==> config.mk <==
export PLATFORM = sky130hd
export DESIGN_NAME = sepc_top
export DESIGN_NICKNAME = d
export VERILOG_FILES = /design/src/logic/sepc_pkg.sv /design/src/logic/sepc_top.sv
export SDC_FILE = /design/constraint.sdc
export NUM_CORES = 1
export LEC_CHECK = 0
export BUFFER_PORTS_ARGS = -buffer_cell sky130_fd_sc_hd__buf_2
export CAP_MARGIN = 20
export CORE_UTILIZATION = 35
export DETAILED_ROUTE_END_ITERATION = 16
export GPL_TIMING_DRIVEN = 0
export PLACE_DENSITY_LB_ADDON = 0.08
export SLEW_MARGIN = 30
export SYNTH_ARGS = -nofsm -noshare
export SYNTH_HDL_FRONTEND = slang
export SYNTH_SLANG_ARGS = --single-unit
==> constraint.sdc <==
create_clock -name clk -period 6.5 [get_ports clk]
set_input_delay 0.325 -clock clk [delete_from_list [all_inputs] [get_ports clk]]
set_output_delay 0.325 -clock clk [all_outputs]
set_load 0.05 [all_outputs]
==> src/logic/sepc_pkg.sv <==
// Purpose : Constants for the secure element I2C slave with power-mode control.
// Assumes : 50 MHz clock, synchronous active-low reset.
// Notes   : Timing counts are derived from times in their own units.
package sepc_pkg;
   localparam int unsigned CLK_HZ         = 50_000_000;
   localparam int unsigned STRAP_HOLD_US  = 500;
   localparam int unsigned SLEEP_IDLE_MS  = 312;
   localparam int unsigned DEEP_RST_US    = 500;
   localparam int unsigned FWT_MS         = 320;
   localparam int unsigned STRAP_CYC      = (CLK_HZ / 1_000_000) * STRAP_HOLD_US;
   localparam int unsigned SLEEP_CYC      = (CLK_HZ / 1_000) * SLEEP_IDLE_MS;
   localparam int unsigned DEEP_CYC       = (CLK_HZ / 1_000_000) * DEEP_RST_US + 1;
   localparam int unsigned FWT_CYC        = (CLK_HZ / 1_000) * FWT_MS;
   localparam logic [6:0]  ADDR_BASE      = 7'h48;
   localparam logic [6:0]  ADDR_ALT       = 7'h49;
   localparam logic [7:0]  H2D_MAX_BLOCK  = 8'hFF;
   localparam logic [7:0]  D2H_MAX_BLOCK  = 8'hFC;
   localparam logic [3:0]  PCB_BIND_SEL   = 4'hF;
   typedef enum logic [2:0] {
      SEPC_IDLE = 3'b000,
      SEPC_ADDR = 3'b001,
      SEPC_AACK = 3'b010,
      SEPC_RXB  = 3'b011,
      SEPC_RACK = 3'b100,
      SEPC_TXB  = 3'b101,
      SEPC_TACK = 3'b110
   } sepc_st_t;
   typedef enum logic [1:0] {
      SEPC_BOOT  = 2'b00,
      SEPC_RUN   = 2'b01,
      SEPC_SLEEP = 2'b10,
      SEPC_DEEP  = 2'b11
   } sepc_pm_t;
endpackage

==> src/logic/sepc_top.sv <==
// Purpose : I2C slave byte engine with strap configuration and power modes.
// Assumes : Bus pins are already synchronous to clk; SCL is sampled at 50 MHz.
// Notes   : Frame contents beyond length and binding checks are handled upstream.
`timescale 1ns/1ps
module sepc_top #(
   parameter int unsigned STRAP_CYCLES = sepc_pkg::STRAP_CYC,
   parameter int unsigned SLEEP_CYCLES = sepc_pkg::SLEEP_CYC,
   parameter int unsigned DEEP_CYCLES  = sepc_pkg::DEEP_CYC,
   parameter int unsigned FWT_CYCLES   = sepc_pkg::FWT_CYC
) (
   input  wire logic       clk,
   input  wire logic       reset_n,
   input  wire logic       interface_enable_strap,
   input  wire logic       address_select_strap,
   input  wire logic       scl_in,
   input  wire logic       sda_in,
   output logic            scl_out,
   output logic            scl_oe,
   output logic            sda_out,
   output logic            sda_oe,
   input  wire logic [7:0] tx_data,
   input  wire logic       tx_valid,
   output logic            tx_ready,
   output logic [7:0]      rx_data,
   output logic            rx_valid,
   output logic            frame_error,
   output logic            fwt_expired,
   output logic            asleep,
   output logic            deep_sleep,
   output logic            configured
);
   import sepc_pkg::*;

   // Counts below these floors would make a timer fire at once or every reset enter deep sleep.
   if (STRAP_CYCLES < 1 || SLEEP_CYCLES < 1 ||
       DEEP_CYCLES < 2 || FWT_CYCLES < 1) begin : g_bad_cnt
      $error("sepc_top: timing counts too small");
   end

   function automatic logic bit_done(input logic [3:0] c);
      bit_done = (c == 4'h7);
   endfunction

   // ----------------------------------------------------------------
   // Edge detection and bus condition decode
   // ----------------------------------------------------------------
   logic scl_d_ff, sda_d_ff;
   logic scl_rise, scl_fall, start_c, stop_c, sda_fall;
   always_ff @(posedge clk) begin
      scl_d_ff <= scl_in;
      sda_d_ff <= sda_in;
   end
   assign scl_rise = scl_in & ~scl_d_ff;
   assign scl_fall = ~scl_in & scl_d_ff;
   assign sda_fall = ~sda_in & sda_d_ff;
   assign start_c  = scl_in & sda_fall;
   assign stop_c   = scl_in & sda_in & ~sda_d_ff;

   // ----------------------------------------------------------------
   // Power manager: boot strap sampling, sleep, deep sleep
   // ----------------------------------------------------------------
   sepc_pm_t    pm_ff, nxt_pm;
   logic [31:0] tmr_ff, nxt_tmr;
   logic [31:0] rlow_ff, nxt_rlow;
   logic        en_ff, nxt_en, asel_ff, nxt_asel;
   logic        bus_act;
   logic        held_scl_oe_ff, nxt_held_scl_oe, held_sda_oe_ff, nxt_held_sda_oe;
   logic        eng_scl_oe, eng_sda_oe;
   assign bus_act = (scl_in != scl_d_ff) || (sda_in != sda_d_ff);

   always_comb begin
      nxt_pm          = pm_ff;
      nxt_tmr         = tmr_ff;
      nxt_en          = en_ff;
      nxt_asel        = asel_ff;
      nxt_held_scl_oe = held_scl_oe_ff;
      nxt_held_sda_oe = held_sda_oe_ff;
      nxt_rlow = reset_n ? 32'h0000_0000 : ((rlow_ff == DEEP_CYCLES[31:0]) ? rlow_ff
                                                                          : rlow_ff + 32'd1);
      case (pm_ff)
         SEPC_BOOT: begin
            nxt_tmr = tmr_ff + 32'd1;
            if (tmr_ff + 32'd1 >= STRAP_CYCLES[31:0]) begin
               nxt_en   = interface_enable_strap & scl_in & sda_in;
               nxt_asel = address_select_strap;
               nxt_pm   = SEPC_RUN;
               nxt_tmr  = 32'h0000_0000;
            end
         end
         SEPC_RUN: begin
            nxt_tmr = bus_act ? 32'h0000_0000 : tmr_ff + 32'd1;
            if (!bus_act && tmr_ff + 32'd1 >= SLEEP_CYCLES[31:0]) begin
               nxt_pm          = SEPC_SLEEP;
               nxt_held_scl_oe = eng_scl_oe;
               nxt_held_sda_oe = eng_sda_oe;
               nxt_tmr         = 32'h0000_0000;
            end
         end
         SEPC_SLEEP: begin
            if (sda_fall) begin
               nxt_pm = SEPC_RUN;
            end
         end
         SEPC_DEEP: begin
            if (reset_n) begin
               nxt_pm  = SEPC_BOOT;
               nxt_tmr = 32'h0000_0000;
            end
         end
         default: nxt_pm = SEPC_BOOT;
      endcase
   end

   always_ff @(posedge clk) begin
      rlow_ff <= nxt_rlow;
      if (!reset_n) begin
         if (rlow_ff + 32'd1 >= DEEP_CYCLES[31:0]) begin
            pm_ff <= SEPC_DEEP;
         end else begin
            pm_ff <= SEPC_BOOT;
         end
         tmr_ff         <= 32'h0000_0000;
         en_ff          <= 1'b0;
         asel_ff        <= 1'b0;
         held_scl_oe_ff <= 1'b0;
         held_sda_oe_ff <= 1'b0;
      end else begin
         pm_ff          <= nxt_pm;
         tmr_ff         <= nxt_tmr;
         en_ff          <= nxt_en;
         asel_ff        <= nxt_asel;
         held_scl_oe_ff <= nxt_held_scl_oe;
         held_sda_oe_ff <= nxt_held_sda_oe;
      end
   end

   logic       run;
   logic [6:0] my_addr;
   assign run        = (pm_ff == SEPC_RUN);
   assign my_addr    = asel_ff ? ADDR_ALT : ADDR_BASE;
   assign asleep     = (pm_ff == SEPC_SLEEP);
   assign deep_sleep = (pm_ff == SEPC_DEEP);
   assign configured = en_ff & (pm_ff != SEPC_BOOT) & (pm_ff != SEPC_DEEP);

   // ----------------------------------------------------------------
   // I2C slave byte engine
   // ----------------------------------------------------------------
   sepc_st_t   st_ff, nxt_st;
   logic [7:0] sh_ff, nxt_sh, rxd_ff, nxt_rxd;
   logic [3:0] bc_ff, nxt_bc;
   logic [8:0] len_ff, nxt_len;
   logic       rd_ff, nxt_rd, rxv_ff, nxt_rxv, ferr_ff, nxt_ferr, acko_ff, nxt_acko;
   logic       drv_ff, nxt_drv, first_ff, nxt_first;
   logic [31:0] fwt_ff, nxt_fwt;
   logic        fwe_ff, nxt_fwe;

   always_comb begin
      nxt_st = st_ff; nxt_sh = sh_ff; nxt_bc = bc_ff; nxt_len = len_ff; nxt_rd = rd_ff;
      nxt_rxd = rxd_ff; nxt_rxv = 1'b0; nxt_ferr = ferr_ff; nxt_acko = acko_ff;
      nxt_drv = drv_ff; nxt_first = first_ff; nxt_fwe = fwe_ff;
      nxt_fwt = (st_ff == SEPC_IDLE) ? 32'h0000_0000 : fwt_ff + 32'd1;
      if (fwt_ff + 32'd1 >= FWT_CYCLES[31:0] && st_ff != SEPC_IDLE) begin
         nxt_fwe = 1'b1;
      end
      if (!run || !en_ff || stop_c) begin
         nxt_st  = SEPC_IDLE;
         nxt_drv = 1'b0;
      end else if (start_c) begin
         nxt_st = SEPC_ADDR; nxt_bc = 4'h0; nxt_drv = 1'b0; nxt_len = 9'h000;
         nxt_first = 1'b1; nxt_fwe = 1'b0;
      end else begin
         case (st_ff)
            SEPC_IDLE: nxt_drv = 1'b0;
            SEPC_ADDR, SEPC_RXB: begin
               if (scl_rise) begin
                  nxt_sh = {sh_ff[6:0], sda_in};
                  nxt_bc = bc_ff + 4'h1;
               end
               if (scl_fall && bc_ff == 4'h8) begin
                  nxt_bc = 4'h0;
                  if (st_ff == SEPC_ADDR) begin
                     if (sh_ff[7:1] == my_addr) begin
                        nxt_rd = sh_ff[0]; nxt_drv = 1'b1; nxt_st = SEPC_AACK;
                     end else begin
                        nxt_st = SEPC_IDLE;
                     end
                  end else begin
                     nxt_len = len_ff + 9'h001;
                     if (len_ff >= {1'b0, H2D_MAX_BLOCK} ||
                         (first_ff && sh_ff[3:0] == PCB_BIND_SEL)) begin
                        nxt_ferr = 1'b1; nxt_drv = 1'b0;
                     end else begin
                        nxt_rxd = sh_ff; nxt_rxv = 1'b1; nxt_drv = 1'b1;
                     end
                     nxt_first = 1'b0;
                     nxt_st = SEPC_RACK;
                  end
               end
            end
            SEPC_AACK, SEPC_RACK: begin
               if (scl_fall) begin
                  nxt_drv = 1'b0; nxt_bc = 4'h0;
                  if (rd_ff && st_ff == SEPC_AACK) begin
                     // Outbound limit, 0xFF fill when empty.
                     nxt_sh  = (tx_valid && len_ff < {1'b0, D2H_MAX_BLOCK}) ? tx_data : 8'hFF;
                     nxt_len = len_ff + 9'h001;
                     nxt_drv = ~nxt_sh[7]; nxt_st = SEPC_TXB;
                  end else begin
                     nxt_st = SEPC_RXB;
                  end
               end
            end
            SEPC_TXB: begin
               if (scl_fall) begin
                  if (bit_done(bc_ff)) begin
                     nxt_drv = 1'b0; nxt_st = SEPC_TACK;
                  end else begin
                     nxt_sh = {sh_ff[6:0], 1'b1}; nxt_drv = ~sh_ff[6];
                     nxt_bc = bc_ff + 4'h1;
                  end
               end
            end
            SEPC_TACK: begin
               if (scl_rise) nxt_acko = ~sda_in;
               if (scl_fall) begin
                  nxt_bc = 4'h0;
                  if (acko_ff) begin
                     nxt_sh  = (tx_valid && len_ff < {1'b0, D2H_MAX_BLOCK}) ? tx_data : 8'hFF;
                     nxt_len = len_ff + 9'h001;
                     nxt_drv = ~nxt_sh[7]; nxt_st = SEPC_TXB;
                  end else begin
                     nxt_st = SEPC_IDLE;
                  end
               end
            end
            default: nxt_st = SEPC_IDLE;
         endcase
      end
   end

   always_ff @(posedge clk) begin
      if (!reset_n) begin
         st_ff <= SEPC_IDLE; sh_ff <= 8'h00; bc_ff <= 4'h0; len_ff <= 9'h000;
         rd_ff <= 1'b0; rxd_ff <= 8'h00; rxv_ff <= 1'b0; ferr_ff <= 1'b0;
         acko_ff <= 1'b0; drv_ff <= 1'b0; first_ff <= 1'b0;
         fwt_ff <= 32'h0000_0000; fwe_ff <= 1'b0;
      end else if (pm_ff != SEPC_SLEEP) begin
         st_ff <= nxt_st; sh_ff <= nxt_sh; bc_ff <= nxt_bc; len_ff <= nxt_len;
         rd_ff <= nxt_rd; rxd_ff <= nxt_rxd; rxv_ff <= nxt_rxv; ferr_ff <= nxt_ferr;
         acko_ff <= nxt_acko; drv_ff <= nxt_drv; first_ff <= nxt_first;
         fwt_ff <= nxt_fwt; fwe_ff <= nxt_fwe;
      end
   end

   assign eng_sda_oe = drv_ff;
   assign eng_scl_oe = 1'b0;
   assign tx_ready   = run & (st_ff == SEPC_TACK || st_ff == SEPC_AACK) & scl_fall
                       & (rd_ff) & (st_ff == SEPC_TACK ? acko_ff : 1'b1)
                       & (len_ff < {1'b0, D2H_MAX_BLOCK});
   assign rx_data     = rxd_ff;
   assign rx_valid    = rxv_ff;
   assign frame_error = ferr_ff;
   assign fwt_expired = fwe_ff;
   assign scl_out     = 1'b0;
   assign sda_out     = 1'b0;
   // Hold pins in sleep; release in deep sleep.
   assign sda_oe = deep_sleep ? 1'b0 : (asleep ? held_sda_oe_ff : eng_sda_oe);
   assign scl_oe = deep_sleep ? 1'b0 : (asleep ? held_scl_oe_ff : eng_scl_oe);

   // ----------------------------------------------------------------
   // Assertions
   // ----------------------------------------------------------------
   property p_deep_pads;
      @(posedge clk) deep_sleep |-> (!sda_oe && !scl_oe);
   endproperty
   a_deep_pads: assert property (p_deep_pads) else $error("pad driven in deep sleep");

   property p_sleep_hold;
      @(posedge clk) disable iff (!reset_n) (asleep && $past(asleep)) |-> $stable(sda_oe);
   endproperty
   a_sleep_hold: assert property (p_sleep_hold) else $error("pin changed in sleep");

   property p_wake;
      @(posedge clk) disable iff (!reset_n) (asleep && sda_fall) |=> !asleep;
   endproperty
   a_wake: assert property (p_wake) else $error("no wake on sda fall");

   property p_exit_deep;
      @(posedge clk) (deep_sleep && reset_n) |=> !deep_sleep;
   endproperty
   a_exit_deep: assert property (p_exit_deep) else $error("deep sleep not left");

   property p_no_addr;
      @(posedge clk) disable iff (!reset_n) !en_ff |-> !sda_oe || asleep;
   endproperty
   a_no_addr: assert property (p_no_addr) else $error("answered while disabled");

   property p_frozen;
      @(posedge clk) disable iff (!reset_n) (asleep && $past(asleep)) |-> $stable(st_ff);
   endproperty
   a_frozen: assert property (p_frozen) else $error("engine moved in sleep");

   property p_rx_len;
      @(posedge clk) disable iff (!reset_n) rx_valid |-> len_ff <= {1'b0, H2D_MAX_BLOCK};
   endproperty
   a_rx_len: assert property (p_rx_len) else $error("block too long accepted");

   property p_retain;
      @(posedge clk) disable iff (!reset_n) (asleep ##1 !asleep) |-> $stable(en_ff);
   endproperty
   a_retain: assert property (p_retain) else $error("config lost on wake");
endmodule

**Word level (Yosys, flattened, before mapping)**

Index checks and enable logic that the tools add are counted.

- Register bits after elaboration: 142
- Bits in latches: 0
- RAM bits: 0
- Memory bits (read-only): 0
- Input port bits: 15
- Word-level logic and storage cells: 221
- Memories: 0

- $add $sub $neg: 5
- $mul: 0
- Div/mod/pow operators: 0
- $lt $le $gt $ge: 6
- Eq/ne operators: 47
- Shift-type cells: 0
- Mux-type cells: 76
- Bitwise operators: 25
- Reductions and logical operators: 41

Operators with widths:

| kind | number |
|---|---|
| 32-bit two-way mux | 4 |
| 32-bit by 1-bit adder with 32-bit output, second input constant | 3 |
| 32-bit case mux with 3 select lines | 1 |
| 32-bit by 15-bit >= comparator with 1-bit output, second input constant | 2 |
| 32-bit by 24-bit >= comparator with 1-bit output, second input constant | 2 |
| 8-bit two-way mux | 8 |
| 9-bit two-way mux | 7 |
| 7-bit AND reduction | 5 |
| 32-bit by 15-bit equality test with 1-bit output, second input constant | 1 |
| 8-bit case mux with 4 select lines | 1 |
| 3-bit two-way mux | 10 |
| 1-bit two-way mux | 28 |
| 4-bit != test, second input constant | 7 |
| 3-bit != test, second input constant | 9 |
| 9-bit case mux with 3 select lines | 1 |
| 4-bit two-way mux | 6 |
| 2-bit != test, second input constant | 10 |
| 1-bit bitwise AND | 15 |
| 3-bit case mux with 5 select lines | 1 |
| 2-bit two-way mux | 6 |
| 4-bit case mux with 3 select lines | 1 |
| 4-bit nonzero test | 3 |
| 11-bit AND reduction | 1 |
| 1-bit inverter | 10 |
| 33 further kinds | 58 |

**Logic depth before layout (Yosys ltp)**

Gate-level depths: netlist (run 1).

- Depth in word-level cells: 9
- Depth in mapped cells: 14
- Depth with buffers taken out: 12

**Worst setup path after synthesis (run 1)**

Ideal clock, no wire load.

- Path kind: register to register
- Start point: reg tmr_ff[0]
- End point: reg pm_ff[0] (enable)
- Library setup time: 0.297 ns
- Arrival: 2.624 ns
- Data required time: 6.203 ns
- Path slack: 3.579 ns
- Stages on the path, launching flop included: 12
- Path buffers: 0
- Period minus slack after synthesis: 2.921 ns
- Path through: dfxtp_1 ha_1 and3_1 nor4bb_1 mux2_2 o21ai_0 nand4b_1 o221ai_1 a21oi_1 o211a_1 o21ai_0 o311ai_0

- Cells in the longest elaborated chain, start to end: 5
- Elaborated cells on any way between the ends: 7

Ends and longest elaborated chain:

| item | line | RTL |
|---|---|---|
| start: declaration | sepc_top.sv:63 | `logic [31:0] tmr_ff, nxt_tmr;` |
| start signal: assignment | sepc_top.sv:129 | `tmr_ff <= nxt_tmr;` |
| 32-bit by 1-bit adder with 32-bit output * | sepc_top.sv:83, sepc_top.sv:92 |  |
| 32-bit by 24-bit >= comparator with 1-bit output | sepc_top.sv:92 | `if (!bus_act && tmr_ff + 32'd1 >= SLEEP_CYCLES[31:0]) begin` |
| 1-bit logical AND | sepc_top.sv:92 |  |
| 3-bit by 2-bit != test with 1-bit output (no source line) | n/a |  |
| 3-bit AND reduction (no source line) * | n/a |  |
| end signal: assignment | sepc_top.sv:128 | `pm_ff <= nxt_pm;` |
| end: declaration | sepc_top.sv:62 | `sepc_pm_t pm_ff, nxt_pm;` |

Every way passes the cells marked *; elsewhere a longest branch is shown, timed or not.
A chain may end at the register's enable or synchronous reset.

**Final worst setup path (run 1)**

- Start point: reg tmr_ff[0]
- End point: reg tmr_ff[19]

- Cells in the longest elaborated chain, start to end: 5
- Elaborated cells on any way between the ends: 8

Ends and longest elaborated chain:

| item | line | RTL |
|---|---|---|
| 32-bit by 1-bit adder with 32-bit output * | n/a |  |
| 32-bit by 24-bit >= comparator with 1-bit output | sepc_top.sv:92 |  |
| 1-bit logical AND | sepc_top.sv:92 |  |
| 32-bit two-way mux | sepc_top.sv:92 |  |
| 32-bit case mux with 3 select lines * | sepc_top.sv:80 | `case (pm_ff)` |

Marks and branches as above.

==> impl_results.html, run 1 <==
<table>
<tr><th>Metric</th><th>Value</th></tr>
<tr><th colspan="2">STA</th></tr>
<tr><td>Unrepaired setup endpoints after global routing</td><td>no</td></tr>
<tr><td>Tightest hold margin</td><td>just over 0.08 ns</td></tr>
<tr><td>Final critical delay including setup and external delays</td><td>3.66 ns</td></tr>
<tr><td>Peak Freq</td><td>between 200 and 300 MHz</td></tr>
<tr><td>Final Hold Vio Count</td><td>0</td></tr>
<tr><td>Actual slew at the worst max-slew pin</td><td>between 0.9 and 1 ns</td></tr>
<tr><td>Slew HR</td><td>about a third</td></tr>
<tr><td>Portion of the clock cycle consumed by the worst path in the final layout</td><td>roughly 56%</td></tr>
<tr><td>Final Skew</td><td>between 0.01 and 0.015 ns</td></tr>
<tr><td>Sum of negative setup slack</td><td>0 ns</td></tr>
<tr><td>Number of setup violations in the final report</td><td>0</td></tr>
<tr><td>Max Transition Viols Final</td><td>0</td></tr>
<tr><th colspan="2">Clocking</th></tr>
<tr><td>Clk buf depth</td><td>2</td></tr>
<tr><td>TritonCTS clock tree</td><td>yes</td></tr>
<tr><td>Clock transition time at the flip-flop clock pins of the worst setup and hold paths</td><td>around 0.07 ns</td></tr>
<tr><td>CTS H-Tree Depth</td><td>4</td></tr>
<tr><td>Skew-Pair Late Insertion Delay</td><td>0.44 ns</td></tr>
<tr><td>Resize count post-CTS</td><td>0</td></tr>
<tr><td>Number of hold-repair buffers added at the cts stage</td><td>0</td></tr>
<tr><td>Post-CTS Repair Setup Buffers</td><td>0</td></tr>
<tr><td>Clock root buffer</td><td>sky130_fd_sc_hd__clkbuf_16</td></tr>
<tr><td>Num Clock Sinks</td><td>~140</td></tr>
<tr><td>TritonCTS Buffers</td><td>17</td></tr>
<tr><th colspan="2">Die</th></tr>
<tr><td>Horizontal die dimension</td><td>~160 um</td></tr>
<tr><td>Vertical die dimension</td><td>around 160 um</td></tr>
<tr><td>I/O pins</td><td>34</td></tr>
<tr><td>Total Die Area</td><td>around 25000 sq um</td></tr>
<tr><td>Placement row count</td><td>56</td></tr>
<tr><td>Starting Density</td><td>35.9%</td></tr>
<tr><td>Core region area</td><td>between 20000 and 25000 sq um</td></tr>
<tr><th colspan="2">Detailed routing</th></tr>
<tr><td>Vias</td><td>8024</td></tr>
<tr><td>Via density per instance</td><td>5.42</td></tr>
<tr><td>Routed wire length per instance</td><td>between 15 and 20 um</td></tr>
<tr><td>Number of iterations in the first detailed-routing pass</td><td>5</td></tr>
<tr><td>DR iter-0 viols</td><td>approximately 620</td></tr>
<tr><td>Count of antenna-violating nets left after detailed routing</td><td>0</td></tr>
<tr><td>DRC violation count after routing</td><td>0</td></tr>
<tr><td>Wire length reported by the detailed router</td><td>approximately 24 mm</td></tr>
<tr><th colspan="2">Power</th></tr>
<tr><td>Sum of internal, switching and leakage power</td><td>roughly 1.9 mW</td></tr>
<tr><td>P_leak</td><td>~3.4 nW</td></tr>
<tr><td>Reg power frac</td><td>46.0%</td></tr>
<tr><td>Switching power total</td><td>about 0.52 mW</td></tr>
<tr><td>Power density normalized to cell area</td><td>slightly above 200 nW/um^2</td></tr>
<tr><td>Comb power frac</td><td>6.8%</td></tr>
<tr><td>Total internal power</td><td>between 1 and 1.5 mW</td></tr>
<tr><td>Clock network power share</td><td>between 40% and 50%</td></tr>
<tr><td>Max rail drop VDD</td><td>approximately 0.11 mV</td></tr>
<tr><td>Switching part of the total power</td><td>a little over a quarter</td></tr>
<tr><th colspan="2">Cells and area</th></tr>
<tr><td>Number of nets in the finished design</td><td>1177</td></tr>
<tr><td>Synth-to-layout area growth</td><td>13.1%</td></tr>
<tr><td>Filler cell count</td><td>roughly 2.5k</td></tr>
<tr><td>Antenna cell count</td><td>0</td></tr>
<tr><td>Layout cells sized above 1</td><td>under 10%</td></tr>
<tr><th colspan="2">Place</th></tr>
<tr><td>Routability-driven placement congestion ratio</td><td>between 0.8 and 0.9</td></tr>
<tr><td>PortBufs</td><td>30</td></tr>
<tr><td>Post-detail-place hpwl</td><td>around 17 mm</td></tr>
<tr><th colspan="2">Worst setup path</th></tr>
<tr><td>Maximum fanout count along the critical path</td><td>8</td></tr>
<tr><td>Category of the worst setup path capture point</td><td>flop</td></tr>
<tr><td>Worst setup SP type</td><td>flop</td></tr>
<tr><td>Slowest stage cell on the critical path</td><td>sky130_fd_sc_hd__dfxtp_1</td></tr>
<tr><td>Type of the worst setup path</td><td>flop to flop</td></tr>
<tr><td>Stage delay of the slowest cell on the critical path</td><td>between 0.4 and 0.5 ns</td></tr>
<tr><td>WP data arrival</td><td>4.00 ns</td></tr>
<tr><td>Cells traversed along the worst timing path</td><td>ha_1, nand4_2, nor3_1, nand3_1, or2_1, a221oi_1, nand3_1, or3_1, buf_6, a21oi_4, a31oi_1, a31oi_1</td></tr>
<tr><td>Required time of the critical path</td><td>6.84 ns</td></tr>
<tr><th colspan="2">Global routing</th></tr>
<tr><td>Largest net degree at the start of global routing</td><td>17</td></tr>
<tr><td>Global-route wire length before repair</td><td>roughly 39 mm</td></tr>
<tr><td>Via count of the first global-routing pass</td><td>7282</td></tr>
<tr><td>Total global-route track usage</td><td>about a fifth</td></tr>
<tr><td>Number of antenna violations at the first check in global routing</td><td>0</td></tr>
<tr><td>Total gr overflow</td><td>0</td></tr>
<tr><th colspan="2">Logic synthesis</th></tr>
<tr><td>Area share of the largest cell type after synthesis</td><td>roughly a third</td></tr>
<tr><td>Register bit count reported by yosys</td><td>approximately 140</td></tr>
<tr><td>Synthesis Warnings</td><td>0</td></tr>
<tr><td>Leading cell types by total area after synthesis</td><td>sky130_fd_sc_hd__dfxtp_1 (33%), sky130_fd_sc_hd__nor2_1 (5.5%), sky130_fd_sc_hd__nand2_1 (4.7%)</td></tr>
<tr><td>Post-synth ARST share</td><td>0%</td></tr>
<tr><td>Count of flip-flops with a built-in enable after synthesis</td><td>2</td></tr>
<tr><td>Sequential cell area fraction in the yosys report</td><td>33.9%</td></tr>
<tr><td>Syn Area/Cell</td><td>7.70 sq um</td></tr>
<tr><td>Number of library cell types mapped by synthesis</td><td>75</td></tr>
<tr><td>Largest area contributor in the synthesized netlist</td><td>sky130_fd_sc_hd__dfxtp_1</td></tr>
<tr><td>Synth Cell Area</td><td>8450 sq um</td></tr>
<tr><td>Most common flop cell mapped by yosys</td><td>sky130_fd_sc_hd__dfxtp_1</td></tr>
<tr><td>Syn Inst Count</td><td>between 1k and 1.5k</td></tr>
<tr><th colspan="2">Run status</th></tr>
<tr><td>Outcome</td><td>completed</td></tr>
<tr><th colspan="2">Hold path</th></tr>
<tr><td>Worst hold-check path type</td><td>input pin to flop</td></tr>
<tr><th colspan="2">Run</th></tr>
<tr><td>Number of max-cap violations</td><td>0</td></tr>
</table>
==> logic make-up (layout without fill, tap and decap cells) <==
kind of cell / count (synthesis) / count (layout) / synth area share [%]
xor gates and xnor gates: 68 / 68 / 7.05
and+or+nand+nor: 502 / 502 / 30.9
buffers and inverters: 99 / 161 / 5.02
other: 1 / 3 / 0.0444
AOI/OAI and AO/OA: 253 / 253 / 18.7
DFF: 142 / 142 / 33.9
adders and majority gates: 13 / 13 / 1.93
muxes: 20 / 20 / 2.41
==> final cells by class <==
| type | instances | area [sq um] | area share (%) |
|---|---|---|---|
| plain buffers | 73 | 327 | 3.42 |
| clock buffers | 20 | 447 | 4.67 |
| clock inverters | 12 | 90.1 | 0.942 |
| inverters | 26 | 97.6 | 1.02 |
| multi-input cells | 859 | 5190 | 54.3 |
| flip-flops and latches | 142 | 2860 | 29.9 |
| well taps | 319 | 399 | 4.18 |
| repair buffers | 30 | 150 | 1.57 |
==> Yosys cell counts (5+ instances only) <==
cell type                  count
sky130_fd_sc_hd__and4_1        5
sky130_fd_sc_hd__nand3_1      63
sky130_fd_sc_hd__xnor2_1      30
sky130_fd_sc_hd__nand2_1     106
sky130_fd_sc_hd__inv_1        26
sky130_fd_sc_hd__and3_1       38
sky130_fd_sc_hd__o31ai_1      14
sky130_fd_sc_hd__mux2i_1      17
sky130_fd_sc_hd__dfxtp_1     140
sky130_fd_sc_hd__nand4_1      30
sky130_fd_sc_hd__nor2b_1       9
sky130_fd_sc_hd__ha_1         13
sky130_fd_sc_hd__a21oi_1      70
sky130_fd_sc_hd__xor2_1       38
sky130_fd_sc_hd__nand3b_1     10
sky130_fd_sc_hd__nor2_1      124
sky130_fd_sc_hd__a31oi_1      27
sky130_fd_sc_hd__clkbuf_1     46
sky130_fd_sc_hd__o21ai_0      73
sky130_fd_sc_hd__o221ai_1      8
sky130_fd_sc_hd__nand2b_1     15
sky130_fd_sc_hd__nor4_1       14
sky130_fd_sc_hd__buf_4         7
sky130_fd_sc_hd__and2_1        6
sky130_fd_sc_hd__a311oi_1      5
sky130_fd_sc_hd__or3_1        16
sky130_fd_sc_hd__buf_2        14
sky130_fd_sc_hd__nor3_1       27
sky130_fd_sc_hd__or2_2         8
==> placed cells by master, fill, tap and decap left out, types with 5 or more instances in the layout <==
| cell type | Yosys | routed |
|---|---|---|
| sky130_fd_sc_hd__a31oi_1 | 27 | 27 |
| sky130_fd_sc_hd__xor2_1 | 38 | 38 |
| sky130_fd_sc_hd__nand3b_1 | 10 | 10 |
| sky130_fd_sc_hd__and3_1 | 38 | 38 |
| sky130_fd_sc_hd__or2_2 | 8 | 8 |
| sky130_fd_sc_hd__or3_1 | 16 | 16 |
| sky130_fd_sc_hd__nor4_1 | 14 | 14 |
| sky130_fd_sc_hd__nand4_1 | 30 | 30 |
| sky130_fd_sc_hd__dfxtp_1 | 140 | 140 |
| sky130_fd_sc_hd__a311oi_1 | 5 | 5 |
| sky130_fd_sc_hd__and2_1 | 6 | 6 |
| sky130_fd_sc_hd__o31ai_1 | 14 | 14 |
| sky130_fd_sc_hd__a21oi_1 | 70 | 70 |
| sky130_fd_sc_hd__ha_1 | 13 | 13 |
| sky130_fd_sc_hd__nand3_1 | 63 | 63 |
| sky130_fd_sc_hd__nor2b_1 | 9 | 9 |
| sky130_fd_sc_hd__nor2_1 | 124 | 124 |
| sky130_fd_sc_hd__buf_4 | 7 | 7 |
| sky130_fd_sc_hd__mux2i_1 | 17 | 17 |
| sky130_fd_sc_hd__and4_1 | 5 | 5 |
| sky130_fd_sc_hd__nor3_1 | 27 | 26 |
| sky130_fd_sc_hd__xnor2_1 | 30 | 30 |
| sky130_fd_sc_hd__clkinvlp_4 | 0 | 5 |
| sky130_fd_sc_hd__o21ai_0 | 73 | 73 |
| sky130_fd_sc_hd__o221ai_1 | 8 | 8 |
| sky130_fd_sc_hd__nand2b_1 | 15 | 15 |
| sky130_fd_sc_hd__clkbuf_1 | 46 | 48 |
| sky130_fd_sc_hd__clkbuf_16 | 0 | 17 |
| sky130_fd_sc_hd__buf_2 | 14 | 44 |
| sky130_fd_sc_hd__nand2_1 | 106 | 106 |
| sky130_fd_sc_hd__inv_1 | 26 | 26 |
==> worst max-delay path, delay by kind of cell, from the launching register on <==
kind                     cells  cell delay (ns)
AO/OA/AOI/OAI                4             0.86
adder cells (fa/ha/maj)      1             0.32
buffers and inverters        1             0.16
flip-flops                   1             0.48
AND/OR/NAND/NOR              6             1.75
==> final timing paths <==
path	from	to	slack, ns	cells past startpoint
max	tmr_ff[0]	tmr_ff[19]	2.84	12
min reg2reg	en_ff	en_ff	0.48	2
min	scl_in	scl_d_ff	0.08	1
max reg2reg	tmr_ff[0]	tmr_ff[19]	2.84	12
==> per-layer routing <==
metal | vias to the layer above | wire (um) | global-route usage (%)
met5 | - | 0 | 0
met4 | 0 | 401 | 6.29
met3 | 31 | 959 | 3.33
met2 | 163 | 10500 | 31.9
met1 | 3767 | 12100 | 27.4
li1 | 4063 | - | -
==> sequential cells by signal, summed over array words and instances (netlist names), 2 cells and up <==
signal,count
tmr_ff,32
pm_ff,2
st_ff,3
bc_ff,4
len_ff,9
rlow_ff,32
sh_ff,8
fwt_ff,32
rx_data,8
==> stage by stage <==
step | setup WS [ns] | cells | area [sq um] | utilization, %
finish | 2.84 | 1481 | 9560 | 40.6
global route | 2.46 | 1481 | 9560 | 40.6
CTS | 2.85 | 1481 | 9560 | 40.6
detailed placement | 2.88 | 1449 | 9020 | 38.3
global placement | 2.87 | 1449 | 9010 | 38.3
floorplan | 3.58 | 1100 | 8460 | -
==> power groups by stage <==
stage               combinational, mW  clock [mW]  sequential, mW
floorplan                      0.0838           0           0.903
global placement                0.131           0           0.905
detailed placement              0.131           0           0.906
CTS                             0.132       0.934           0.886
global route                    0.143       0.971           0.887
finish                          0.130       0.910           0.886
Power figures use the tool's default switching activity.
==> run 2: changes to the inputs <==
- ABC_AREA: unset -> 1
- clock period: 6.5 -> 3 ns (I/O delays scaled with it)
==> impl_results.html, run 2 <==
<table>
<tr><th>Metric</th><th>Value</th></tr>
<tr><th colspan="2">Run status</th></tr>
<tr><td>Outcome</td><td>completed</td></tr>
<tr><th colspan="2">Worst setup path</th></tr>
<tr><td>Type of the worst setup path</td><td>flop to flop</td></tr>
<tr><td>Count of cells along the worst register-to-register path</td><td>11</td></tr>
<tr><td>Maximum fanout count along the critical path</td><td>6</td></tr>
<tr><td>Stage delay of the slowest cell on the critical path</td><td>between 0.4 and 0.5 ns</td></tr>
<tr><td>Critical Path Source</td><td>rlow_ff[0]</td></tr>
<tr><td>Reg2Reg Capture Point</td><td>pm_ff[0]</td></tr>
<tr><td>Cell occurring most often along the worst timing path</td><td>sky130_fd_sc_hd__nand3_1</td></tr>
<tr><td>Timing endpoint of the critical path</td><td>pm_ff[0]</td></tr>
<tr><td>Worst setup SP type</td><td>flop</td></tr>
<tr><td>Required time of the critical path</td><td>3.17 ns</td></tr>
<tr><td>Cells traversed along the worst timing path</td><td>ha_1, nand3_1, nor2_2, nand3_1, nor3_1, xor2_1, nand3_1, nor2_1, nand3_1, nand2_1, nand2_1</td></tr>
<tr><td>Launch point of the worst reg-to-reg path</td><td>rlow_ff[0]</td></tr>
<tr><td>Category of the worst setup path capture point</td><td>flop</td></tr>
<tr><td>WP data arrival</td><td>a little under 3 ns</td></tr>
<tr><td>Register-to-register setup slack</td><td>0.23 ns</td></tr>
<tr><td>Slowest stage cell on the critical path</td><td>sky130_fd_sc_hd__dfxtp_1</td></tr>
<tr><th colspan="2">Clocking</th></tr>
<tr><td>Clk buf depth</td><td>2</td></tr>
<tr><td>Clock transition time at the flip-flop clock pins of the worst setup and hold paths</td><td>roughly 0.07 ns</td></tr>
<tr><td>TritonCTS Buffers</td><td>17</td></tr>
<tr><td>Clock root buffer</td><td>sky130_fd_sc_hd__clkbuf_16</td></tr>
<tr><td>TritonCTS clock tree</td><td>yes</td></tr>
<tr><td>Skew-Pair Late Insertion Delay</td><td>0.43 ns</td></tr>
<tr><td>Post-CTS Repair Setup Buffers</td><td>0</td></tr>
<tr><td>CTS H-Tree Depth</td><td>4</td></tr>
<tr><td>Num Clock Sinks</td><td>142</td></tr>
<tr><th colspan="2">Cells and area</th></tr>
<tr><td>Synth-to-layout area growth</td><td>13.8%</td></tr>
<tr><td>Layout cells sized above 1</td><td>approximately 8.0%</td></tr>
<tr><td>Final instance area</td><td>9600 sq um</td></tr>
<tr><td>Top library cells by usage in the layout, fill and taps aside</td><td>sky130_fd_sc_hd__nand2_1 (329), sky130_fd_sc_hd__nor2_1 (223), sky130_fd_sc_hd__inv_1 (163), sky130_fd_sc_hd__dfxtp_1 (140), sky130_fd_sc_hd__nand3_1 (70)</td></tr>
<tr><td>Number of nets in the finished design</td><td>around 1.4k</td></tr>
<tr><td>Most frequent standard cell in the layout excluding fill and tap cells</td><td>sky130_fd_sc_hd__nand2_1</td></tr>
<tr><td>Filler cell count</td><td>between 2k and 3k</td></tr>
<tr><td>Antenna cell count</td><td>0</td></tr>
<tr><td>Core utilization of the finished layout</td><td>40.8%</td></tr>
<tr><td>Biggest regs</td><td>fwt_ff: 32 flops, rlow_ff: 32 flops, tmr_ff: 32 flops</td></tr>
<tr><th colspan="2">Detailed routing</th></tr>
<tr><td>DRC violation count after routing</td><td>0</td></tr>
<tr><td>Vias</td><td>8228</td></tr>
<tr><td>Met3 wirelength from detailed routing</td><td>764 um</td></tr>
<tr><td>Number of iterations in the first detailed-routing pass</td><td>6</td></tr>
<tr><td>Via density per instance</td><td>4.86</td></tr>
<tr><td>Highest metal layer with signal wires</td><td>met4</td></tr>
<tr><td>Met2 routed wirelength</td><td>10.8 mm</td></tr>
<tr><td>Wire length reported by the detailed router</td><td>approximately 24 mm</td></tr>
<tr><td>DR iter-0 viols</td><td>around 540</td></tr>
<tr><td>Count of antenna-violating nets left after detailed routing</td><td>0</td></tr>
<tr><td>Post-Route M1 WL</td><td>approximately 12 mm</td></tr>
<tr><td>Routed wire length per instance</td><td>13.9 um</td></tr>
<tr><th colspan="2">STA</th></tr>
<tr><td>Portion of the clock cycle consumed by the worst path in the final layout</td><td>92.3%</td></tr>
<tr><td>Final critical delay including setup and external delays</td><td>~2.8 ns</td></tr>
<tr><td>Sum of negative setup slack</td><td>0 ns</td></tr>
<tr><td>Final WS setup</td><td>~0.23 ns</td></tr>
<tr><td>Final Hold Vio Count</td><td>0</td></tr>
<tr><td>Actual slew at the worst max-slew pin</td><td>approximately 0.79 ns</td></tr>
<tr><td>Unrepaired setup endpoints after global routing</td><td>no</td></tr>
<tr><td>Peak Freq</td><td>between 300 and 400 MHz</td></tr>
<tr><td>Max Transition Viols Final</td><td>0</td></tr>
<tr><td>Number of setup violations in the final report</td><td>0</td></tr>
<tr><td>Final Skew</td><td>0.0110 ns</td></tr>
<tr><td>Slew HR</td><td>approximately 47%</td></tr>
<tr><th colspan="2">Die</th></tr>
<tr><td>Placement row count</td><td>56</td></tr>
<tr><td>Core region area</td><td>between 20000 and 25000 sq um</td></tr>
<tr><td>I/O pins</td><td>34</td></tr>
<tr><td>Horizontal die dimension</td><td>around 160 um</td></tr>
<tr><td>Total Die Area</td><td>between 20000 and 25000 sq um</td></tr>
<tr><td>Vertical die dimension</td><td>roughly 160 um</td></tr>
<tr><td>Starting Density</td><td>35.8%</td></tr>
<tr><th colspan="2">Logic synthesis</th></tr>
<tr><td>Syn Inst Count</td><td>between 1k and 1.5k</td></tr>
<tr><td>Synthesis Warnings</td><td>0</td></tr>
<tr><td>Post-synth ARST share</td><td>0%</td></tr>
<tr><td>Syn Area/Cell</td><td>~6.5 sq um</td></tr>
<tr><td>Leading cell types by total area after synthesis</td><td>sky130_fd_sc_hd__dfxtp_1 (33%), sky130_fd_sc_hd__nand2_1 (15%), sky130_fd_sc_hd__nor2_1 (10%)</td></tr>
<tr><td>Sequential cell area fraction in the yosys report</td><td>~34%</td></tr>
<tr><td>Register bit count reported by yosys</td><td>142</td></tr>
<tr><td>Number of library cell types mapped by synthesis</td><td>45</td></tr>
<tr><td>Synth Cell Area</td><td>8430 sq um</td></tr>
<tr><td>Top cells by instance count after synthesis</td><td>sky130_fd_sc_hd__nand2_1 (329), sky130_fd_sc_hd__nor2_1 (224), sky130_fd_sc_hd__inv_1 (163)</td></tr>
<tr><td>Area share of the largest cell type after synthesis</td><td>approximately 33%</td></tr>
<tr><td>Most common flop cell mapped by yosys</td><td>sky130_fd_sc_hd__dfxtp_1</td></tr>
<tr><td>Count of flip-flops with a built-in enable after synthesis</td><td>2</td></tr>
<tr><td>Largest area contributor in the synthesized netlist</td><td>sky130_fd_sc_hd__dfxtp_1</td></tr>
<tr><td>Most frequently used cell type in the post-synthesis netlist</td><td>sky130_fd_sc_hd__nand2_1</td></tr>
<tr><th colspan="2">Place</th></tr>
<tr><td>Routability-driven placement congestion ratio</td><td>between 0.8 and 0.9</td></tr>
<tr><td>Post-detail-place hpwl</td><td>18.2 mm</td></tr>
<tr><td>DP Worst Slack</td><td>approximately 0.20 ns</td></tr>
<tr><td>PortBufs</td><td>29</td></tr>
<tr><td>DP Area</td><td>approximately 9000 sq um</td></tr>
<tr><th colspan="2">Global routing</th></tr>
<tr><td>Largest net degree at the start of global routing</td><td>17</td></tr>
<tr><td>Total gr overflow</td><td>0</td></tr>
<tr><td>Via count of the first global-routing pass</td><td>7717</td></tr>
<tr><td>Number of antenna violations at the first check in global routing</td><td>0</td></tr>
<tr><td>Global-route wire length before repair</td><td>slightly below 40 mm</td></tr>
<tr><td>Total global-route track usage</td><td>between 15 and 20%</td></tr>
<tr><th colspan="2">Power</th></tr>
<tr><td>Power density normalized to cell area</td><td>around 510 nW/um^2</td></tr>
<tr><td>P_leak</td><td>3.57 nW</td></tr>
<tr><td>Switching part of the total power</td><td>32.3%</td></tr>
<tr><td>Sum of internal, switching and leakage power</td><td>between 4 and 5 mW</td></tr>
<tr><td>Switching power total</td><td>1.59 mW</td></tr>
<tr><td>Total internal power</td><td>about 3.3 mW</td></tr>
<tr><td>Comb power frac</td><td>17.7%</td></tr>
<tr><td>Clock network power share</td><td>approximately two fifths</td></tr>
<tr><td>Reg power frac</td><td>40.8%</td></tr>
<tr><td>Max rail drop VDD</td><td>around 0.33 mV</td></tr>
<tr><th colspan="2">Run</th></tr>
<tr><td>Number of max-cap violations</td><td>0</td></tr>
<tr><th colspan="2">Hold path</th></tr>
<tr><td>Worst hold-check path type</td><td>input pin to flop</td></tr>
</table>
[run 2: cell types whose count changed after synthesis, sizes merged, moves of 16 or more]
cell    change
a31oi      -24
clkbuf     -33
or3        -16
nor2      +115
a21oi      -40
xnor2      -23
and3       -37
inv       +139
nand2     +230
mux2i      -17
nor3       +23
[run 2: worst max-delay path, delay by kind of cell (launching register included)]
kind          cells  cell delay, ns
simple gates      9            1.58
fa+ha+maj         1            0.27
xor+xnor          1            0.24
flops             1            0.42
[run 2: power by group through the flow]
stage                     sequential [mW]  combinational, mW  clock, mW
after floorplan                      2.03              0.610          0
after global placement               2.05              0.867          0
after detailed placement             2.05              0.866          0
after CTS                            2.00              0.873       2.10
after global routing                 2.01              0.970       2.18
final                                2.00              0.868       2.04
[run 2: routing by layer]
| layer | track usage, % | up-vias |
|---|---|---|
| met2 | 32.6 | 134 |
| met3 | 3.03 | 21 |
| li1 | - | 4322 |
| met5 | 0 | - |
| met1 | 26.5 | 3751 |
| met4 | 6.80 | 0 |
[run 2: layout make-up]
class / instances / area (sq um) / share of cell area [%]
well taps: 319 / 399 / 4.16
multi-input cells: 977 / 4850 / 50.5
repair buffers: 33 / 185 / 1.93
clock buffers: 20 / 447 / 4.65
inverters: 165 / 619 / 6.45
clock inverters: 12 / 111 / 1.16
plain buffers: 25 / 124 / 1.29
flip-flops and latches: 142 / 2860 / 29.8
[run 2: cells by family after synthesis]
family | Yosys count | synth area share, %
xor gates and xnor gates | 56 | 5.82
AOI/OAI and AO/OA | 154 | 10.9
DFF | 142 | 33.9
and+or+nand+nor | 751 | 38.6
buffers and inverters | 190 | 8.81
other | 1 | 0.0445
adders and majority gates | 13 | 1.93
[run 2: through the flow]
| stage | instances | hold WS, ns |
|---|---|---|
| final | 1693 | 0.0929 |
| after floorplan | 1309 | 0.178 |
| after global routing | 1693 | 0.135 |
| after CTS | 1693 | 0.0743 |
| after global placement | 1657 | 0.341 |
| after detailed placement | 1657 | 0.343 |
[run 2: what timing repair did]
item | CTS | global route
resized for setup | 0 | 3
hold endpoints to repair | 4 | 0
setup endpoints to repair | 0 | 3
hold buffers | 4 | 0
[run 2: worst min-delay path by stage]
stage                     startpoint        to  slack (ns)  cells past startpoint
after CTS                 tx_data[7]  sh_ff[7]        0.07                      3
after global placement        scl_in  scl_d_ff        0.34                      1
after detailed placement      sda_in  sda_d_ff        0.34                      1
after floorplan               scl_in  scl_d_ff        0.18                      0
after global routing      tx_data[7]  sh_ff[7]        0.13                      3
final                     tx_data[7]  sh_ff[7]        0.09                      3
==> run 3: changes to the inputs <==
- REMOVE_ABC_BUFFERS: unset -> 1
==> impl_results.html, run 3 (synthesized netlist as in run 2, its figures left out) <==
<table>
<tr><th>Metric</th><th>Value</th></tr>
<tr><th colspan="2">Run</th></tr>
<tr><td>Number of max-cap violations</td><td>0</td></tr>
<tr><th colspan="2">Worst setup path</th></tr>
<tr><td>Maximum fanout count along the critical path</td><td>7</td></tr>
<tr><td>Cells traversed along the worst timing path</td><td>ha_2, nand2_1, nor2_4, nand2_1, nor2_2, nand3b_1, nand2_1, nand2_1, nor2_1, nand3_1, nand3_1, nand3_1, a21oi_1</td></tr>
<tr><td>Cell occurring most often along the worst timing path</td><td>sky130_fd_sc_hd__nand2_1</td></tr>
<tr><td>Type of the worst setup path</td><td>flop to flop</td></tr>
<tr><td>Stage delay of the slowest cell on the critical path</td><td>~0.39 ns</td></tr>
<tr><td>Number of buffer and inverter instances along the worst setup path</td><td>0</td></tr>
<tr><td>WP data arrival</td><td>between 2 and 3 ns</td></tr>
<tr><td>Worst setup SP type</td><td>flop</td></tr>
<tr><td>Slowest stage cell on the critical path</td><td>sky130_fd_sc_hd__dfxtp_1</td></tr>
<tr><td>Required time of the critical path</td><td>3.10 ns</td></tr>
<tr><td>Category of the worst setup path capture point</td><td>flop</td></tr>
<tr><td>Largest delay share family, worst path</td><td>simple AND/OR/NAND/NOR gates</td></tr>
<tr><th colspan="2">Place</th></tr>
<tr><td>Routability-driven placement congestion ratio</td><td>0.892</td></tr>
<tr><td>Post-detail-place hpwl</td><td>approximately 17 mm</td></tr>
<tr><td>PortBufs</td><td>30</td></tr>
<tr><td>DP Worst Slack</td><td>-0.617 ns</td></tr>
<tr><td>Cell Count Post-Placement</td><td>about 1.6k</td></tr>
<tr><th colspan="2">Power</th></tr>
<tr><td>Max rail drop VDD</td><td>around 0.37 mV</td></tr>
<tr><td>P_leak</td><td>between 3 and 4 nW</td></tr>
<tr><td>Power density normalized to cell area</td><td>528 nW/um^2</td></tr>
<tr><th colspan="2">Detailed routing</th></tr>
<tr><td>Number of iterations in the first detailed-routing pass</td><td>5</td></tr>
<tr><td>DR iter-0 viols</td><td>561</td></tr>
<tr><td>Wire length reported by the detailed router</td><td>approximately 23 mm</td></tr>
<tr><td>Routed wire length per instance</td><td>around 14 um</td></tr>
<tr><td>Via density per instance</td><td>4.77</td></tr>
<tr><td>Count of antenna-violating nets left after detailed routing</td><td>0</td></tr>
<tr><td>Vias</td><td>7986</td></tr>
<tr><td>DRC violation count after routing</td><td>0</td></tr>
<tr><th colspan="2">STA</th></tr>
<tr><td>Number of setup violations in the final report</td><td>0</td></tr>
<tr><td>Final Skew</td><td>roughly 0.011 ns</td></tr>
<tr><td>Final WS setup</td><td>around 0.26 ns</td></tr>
<tr><td>Peak Freq</td><td>approximately 360 MHz</td></tr>
<tr><td>Portion of the clock cycle consumed by the worst path in the final layout</td><td>91.4%</td></tr>
<tr><td>Max Transition Viols Final</td><td>0</td></tr>
<tr><td>Actual slew at the worst max-slew pin</td><td>0.772 ns</td></tr>
<tr><td>Final critical delay including setup and external delays</td><td>2.74 ns</td></tr>
<tr><td>Slew HR</td><td>around 49%</td></tr>
<tr><td>Final Hold Vio Count</td><td>0</td></tr>
<tr><th colspan="2">Clocking</th></tr>
<tr><td>CTS H-Tree Depth</td><td>4</td></tr>
<tr><td>Clk buf depth</td><td>2</td></tr>
<tr><td>Clock transition time at the flip-flop clock pins of the worst setup and hold paths</td><td>0.07 ns</td></tr>
<tr><td>Num Clock Sinks</td><td>approximately 140</td></tr>
<tr><td>TritonCTS clock tree</td><td>yes</td></tr>
<tr><td>Clock root buffer</td><td>sky130_fd_sc_hd__clkbuf_16</td></tr>
<tr><td>TritonCTS Buffers</td><td>17</td></tr>
<tr><td>Skew-Pair Late Insertion Delay</td><td>~0.43 ns</td></tr>
<tr><th colspan="2">Cells and area</th></tr>
<tr><td>Number of nets in the finished design</td><td>1369</td></tr>
<tr><td>Synth-to-layout area growth</td><td>13.7%</td></tr>
<tr><td>Filler cell count</td><td>2582</td></tr>
<tr><td>Layout cells sized above 1</td><td>about 8.3%</td></tr>
<tr><td>Biggest regs</td><td>fwt_ff: 32 flops, rlow_ff: 32 flops, tmr_ff: 32 flops</td></tr>
<tr><td>Most frequent standard cell in the layout excluding fill and tap cells</td><td>sky130_fd_sc_hd__nand2_1</td></tr>
<tr><td>Antenna cell count</td><td>0</td></tr>
<tr><td>Top library cells by usage in the layout, fill and taps aside</td><td>sky130_fd_sc_hd__nand2_1 (329), sky130_fd_sc_hd__nor2_1 (220), sky130_fd_sc_hd__inv_1 (161), sky130_fd_sc_hd__dfxtp_1 (140), sky130_fd_sc_hd__nand3_1 (70)</td></tr>
<tr><td>Number of standard cells in the final layout excluding fillers</td><td>between 1.5k and 2k</td></tr>
<tr><th colspan="2">Global routing</th></tr>
<tr><td>Number of antenna violations at the first check in global routing</td><td>0</td></tr>
<tr><td>Global-route wire length before repair</td><td>roughly 38 mm</td></tr>
<tr><td>Via count of the first global-routing pass</td><td>~7.5k</td></tr>
<tr><td>Total gr overflow</td><td>0</td></tr>
<tr><td>Total global-route track usage</td><td>just under 20%</td></tr>
<tr><td>Largest net degree at the start of global routing</td><td>47</td></tr>
<tr><th colspan="2">Die</th></tr>
<tr><td>I/O pins</td><td>34</td></tr>
<tr><td>Total Die Area</td><td>about 25000 sq um</td></tr>
<tr><td>Placement row count</td><td>between 50 and 60</td></tr>
<tr><td>Starting Density</td><td>a little over a third</td></tr>
<tr><td>Core region area</td><td>roughly 24000 sq um</td></tr>
<tr><td>Vertical die dimension</td><td>157 um</td></tr>
<tr><td>Horizontal die dimension</td><td>157 um</td></tr>
<tr><th colspan="2">Run status</th></tr>
<tr><td>Outcome</td><td>completed</td></tr>
<tr><th colspan="2">Hold path</th></tr>
<tr><td>Worst hold-check path type</td><td>input pin to flop</td></tr>
</table>
## run 3: layer usage
metal  up-vias  GRT usage [%]  part of all wire (%)
li1       4278              -                     -
met2        98           30.6                    44
met1      3585           26.6                    52
met5         -              0                     0
met3        25           3.03                   2.7
met4         0           5.78                   1.3
## run 3: worst register-to-register path, cell delays in order, from the launching register on
cell                       delay (ns)
sky130_fd_sc_hd__dfxtp_1         0.39
sky130_fd_sc_hd__ha_2            0.26
sky130_fd_sc_hd__nand2_1         0.10
sky130_fd_sc_hd__nor2_4          0.22
sky130_fd_sc_hd__nand2_1         0.10
sky130_fd_sc_hd__nor2_2          0.24
sky130_fd_sc_hd__nand3b_1        0.11
sky130_fd_sc_hd__nand2_1         0.15
sky130_fd_sc_hd__nand2_1         0.09
sky130_fd_sc_hd__nor2_1          0.15
sky130_fd_sc_hd__nand3_1         0.12
sky130_fd_sc_hd__nand3_1         0.16
sky130_fd_sc_hd__nand3_1         0.09
sky130_fd_sc_hd__a21oi_1         0.26
## run 3: worst paths after layout
kind / from / to / slack, ns / cells after the start
setup / recovery: tmr_ff[1] / pm_ff[1] / 0.26 / 13
hold / removal: tx_data[7] / sh_ff[7] / 0.08 / 3
setup reg to reg: tmr_ff[1] / pm_ff[1] / 0.26 / 13
hold reg to reg: tmr_ff[31] / tmr_ff[31] / 0.45 / 2
## run 3: layout make-up
cell class | count | area, sq um | share of cell area (%)
Tap cell | 319 | 399 | 4.16
Clock inverter | 14 | 158 | 1.64
Sequential cell | 142 | 2860 | 29.9
Multi-Input combinational cell | 977 | 4870 | 50.8
Timing Repair Buffer | 38 | 243 | 2.53
Clock buffer | 18 | 439 | 4.58
Inverter | 165 | 619 | 6.46
## run 3: power breakdown
| group | switching (mW) | internal (mW) |
|---|---|---|
| Combinational | 0.652 | 0.228 |
| Sequential | 0.0594 | 1.95 |
| Clock | 0.911 | 1.26 |
## run 3: what timing repair did
item                                    CTS  global route
resized for setup                         1             4
gates cloned                              0             0
endpoints found under the hold margin     4             0
pin swaps                                 0             1
setup buffers                             0             3
endpoints found under the setup margin   12            19
hold buffers                              4             0
## run 3: metrics by stage
step	cell area, sq um	util [%]	hold slack, ns	setup TNS (ns)	power (mW)
global route	9590	40.7	0.129	-0.000769	5.32
global placement	8870	37.7	0.334	-69.98	2.86
CTS	9550	40.6	0.0738	0	5.08
floorplan	8320	-	0.178	0	2.59
finish	9590	40.7	0.0840	0	5.06
detailed placement	8910	37.8	0.334	-7.37	2.88
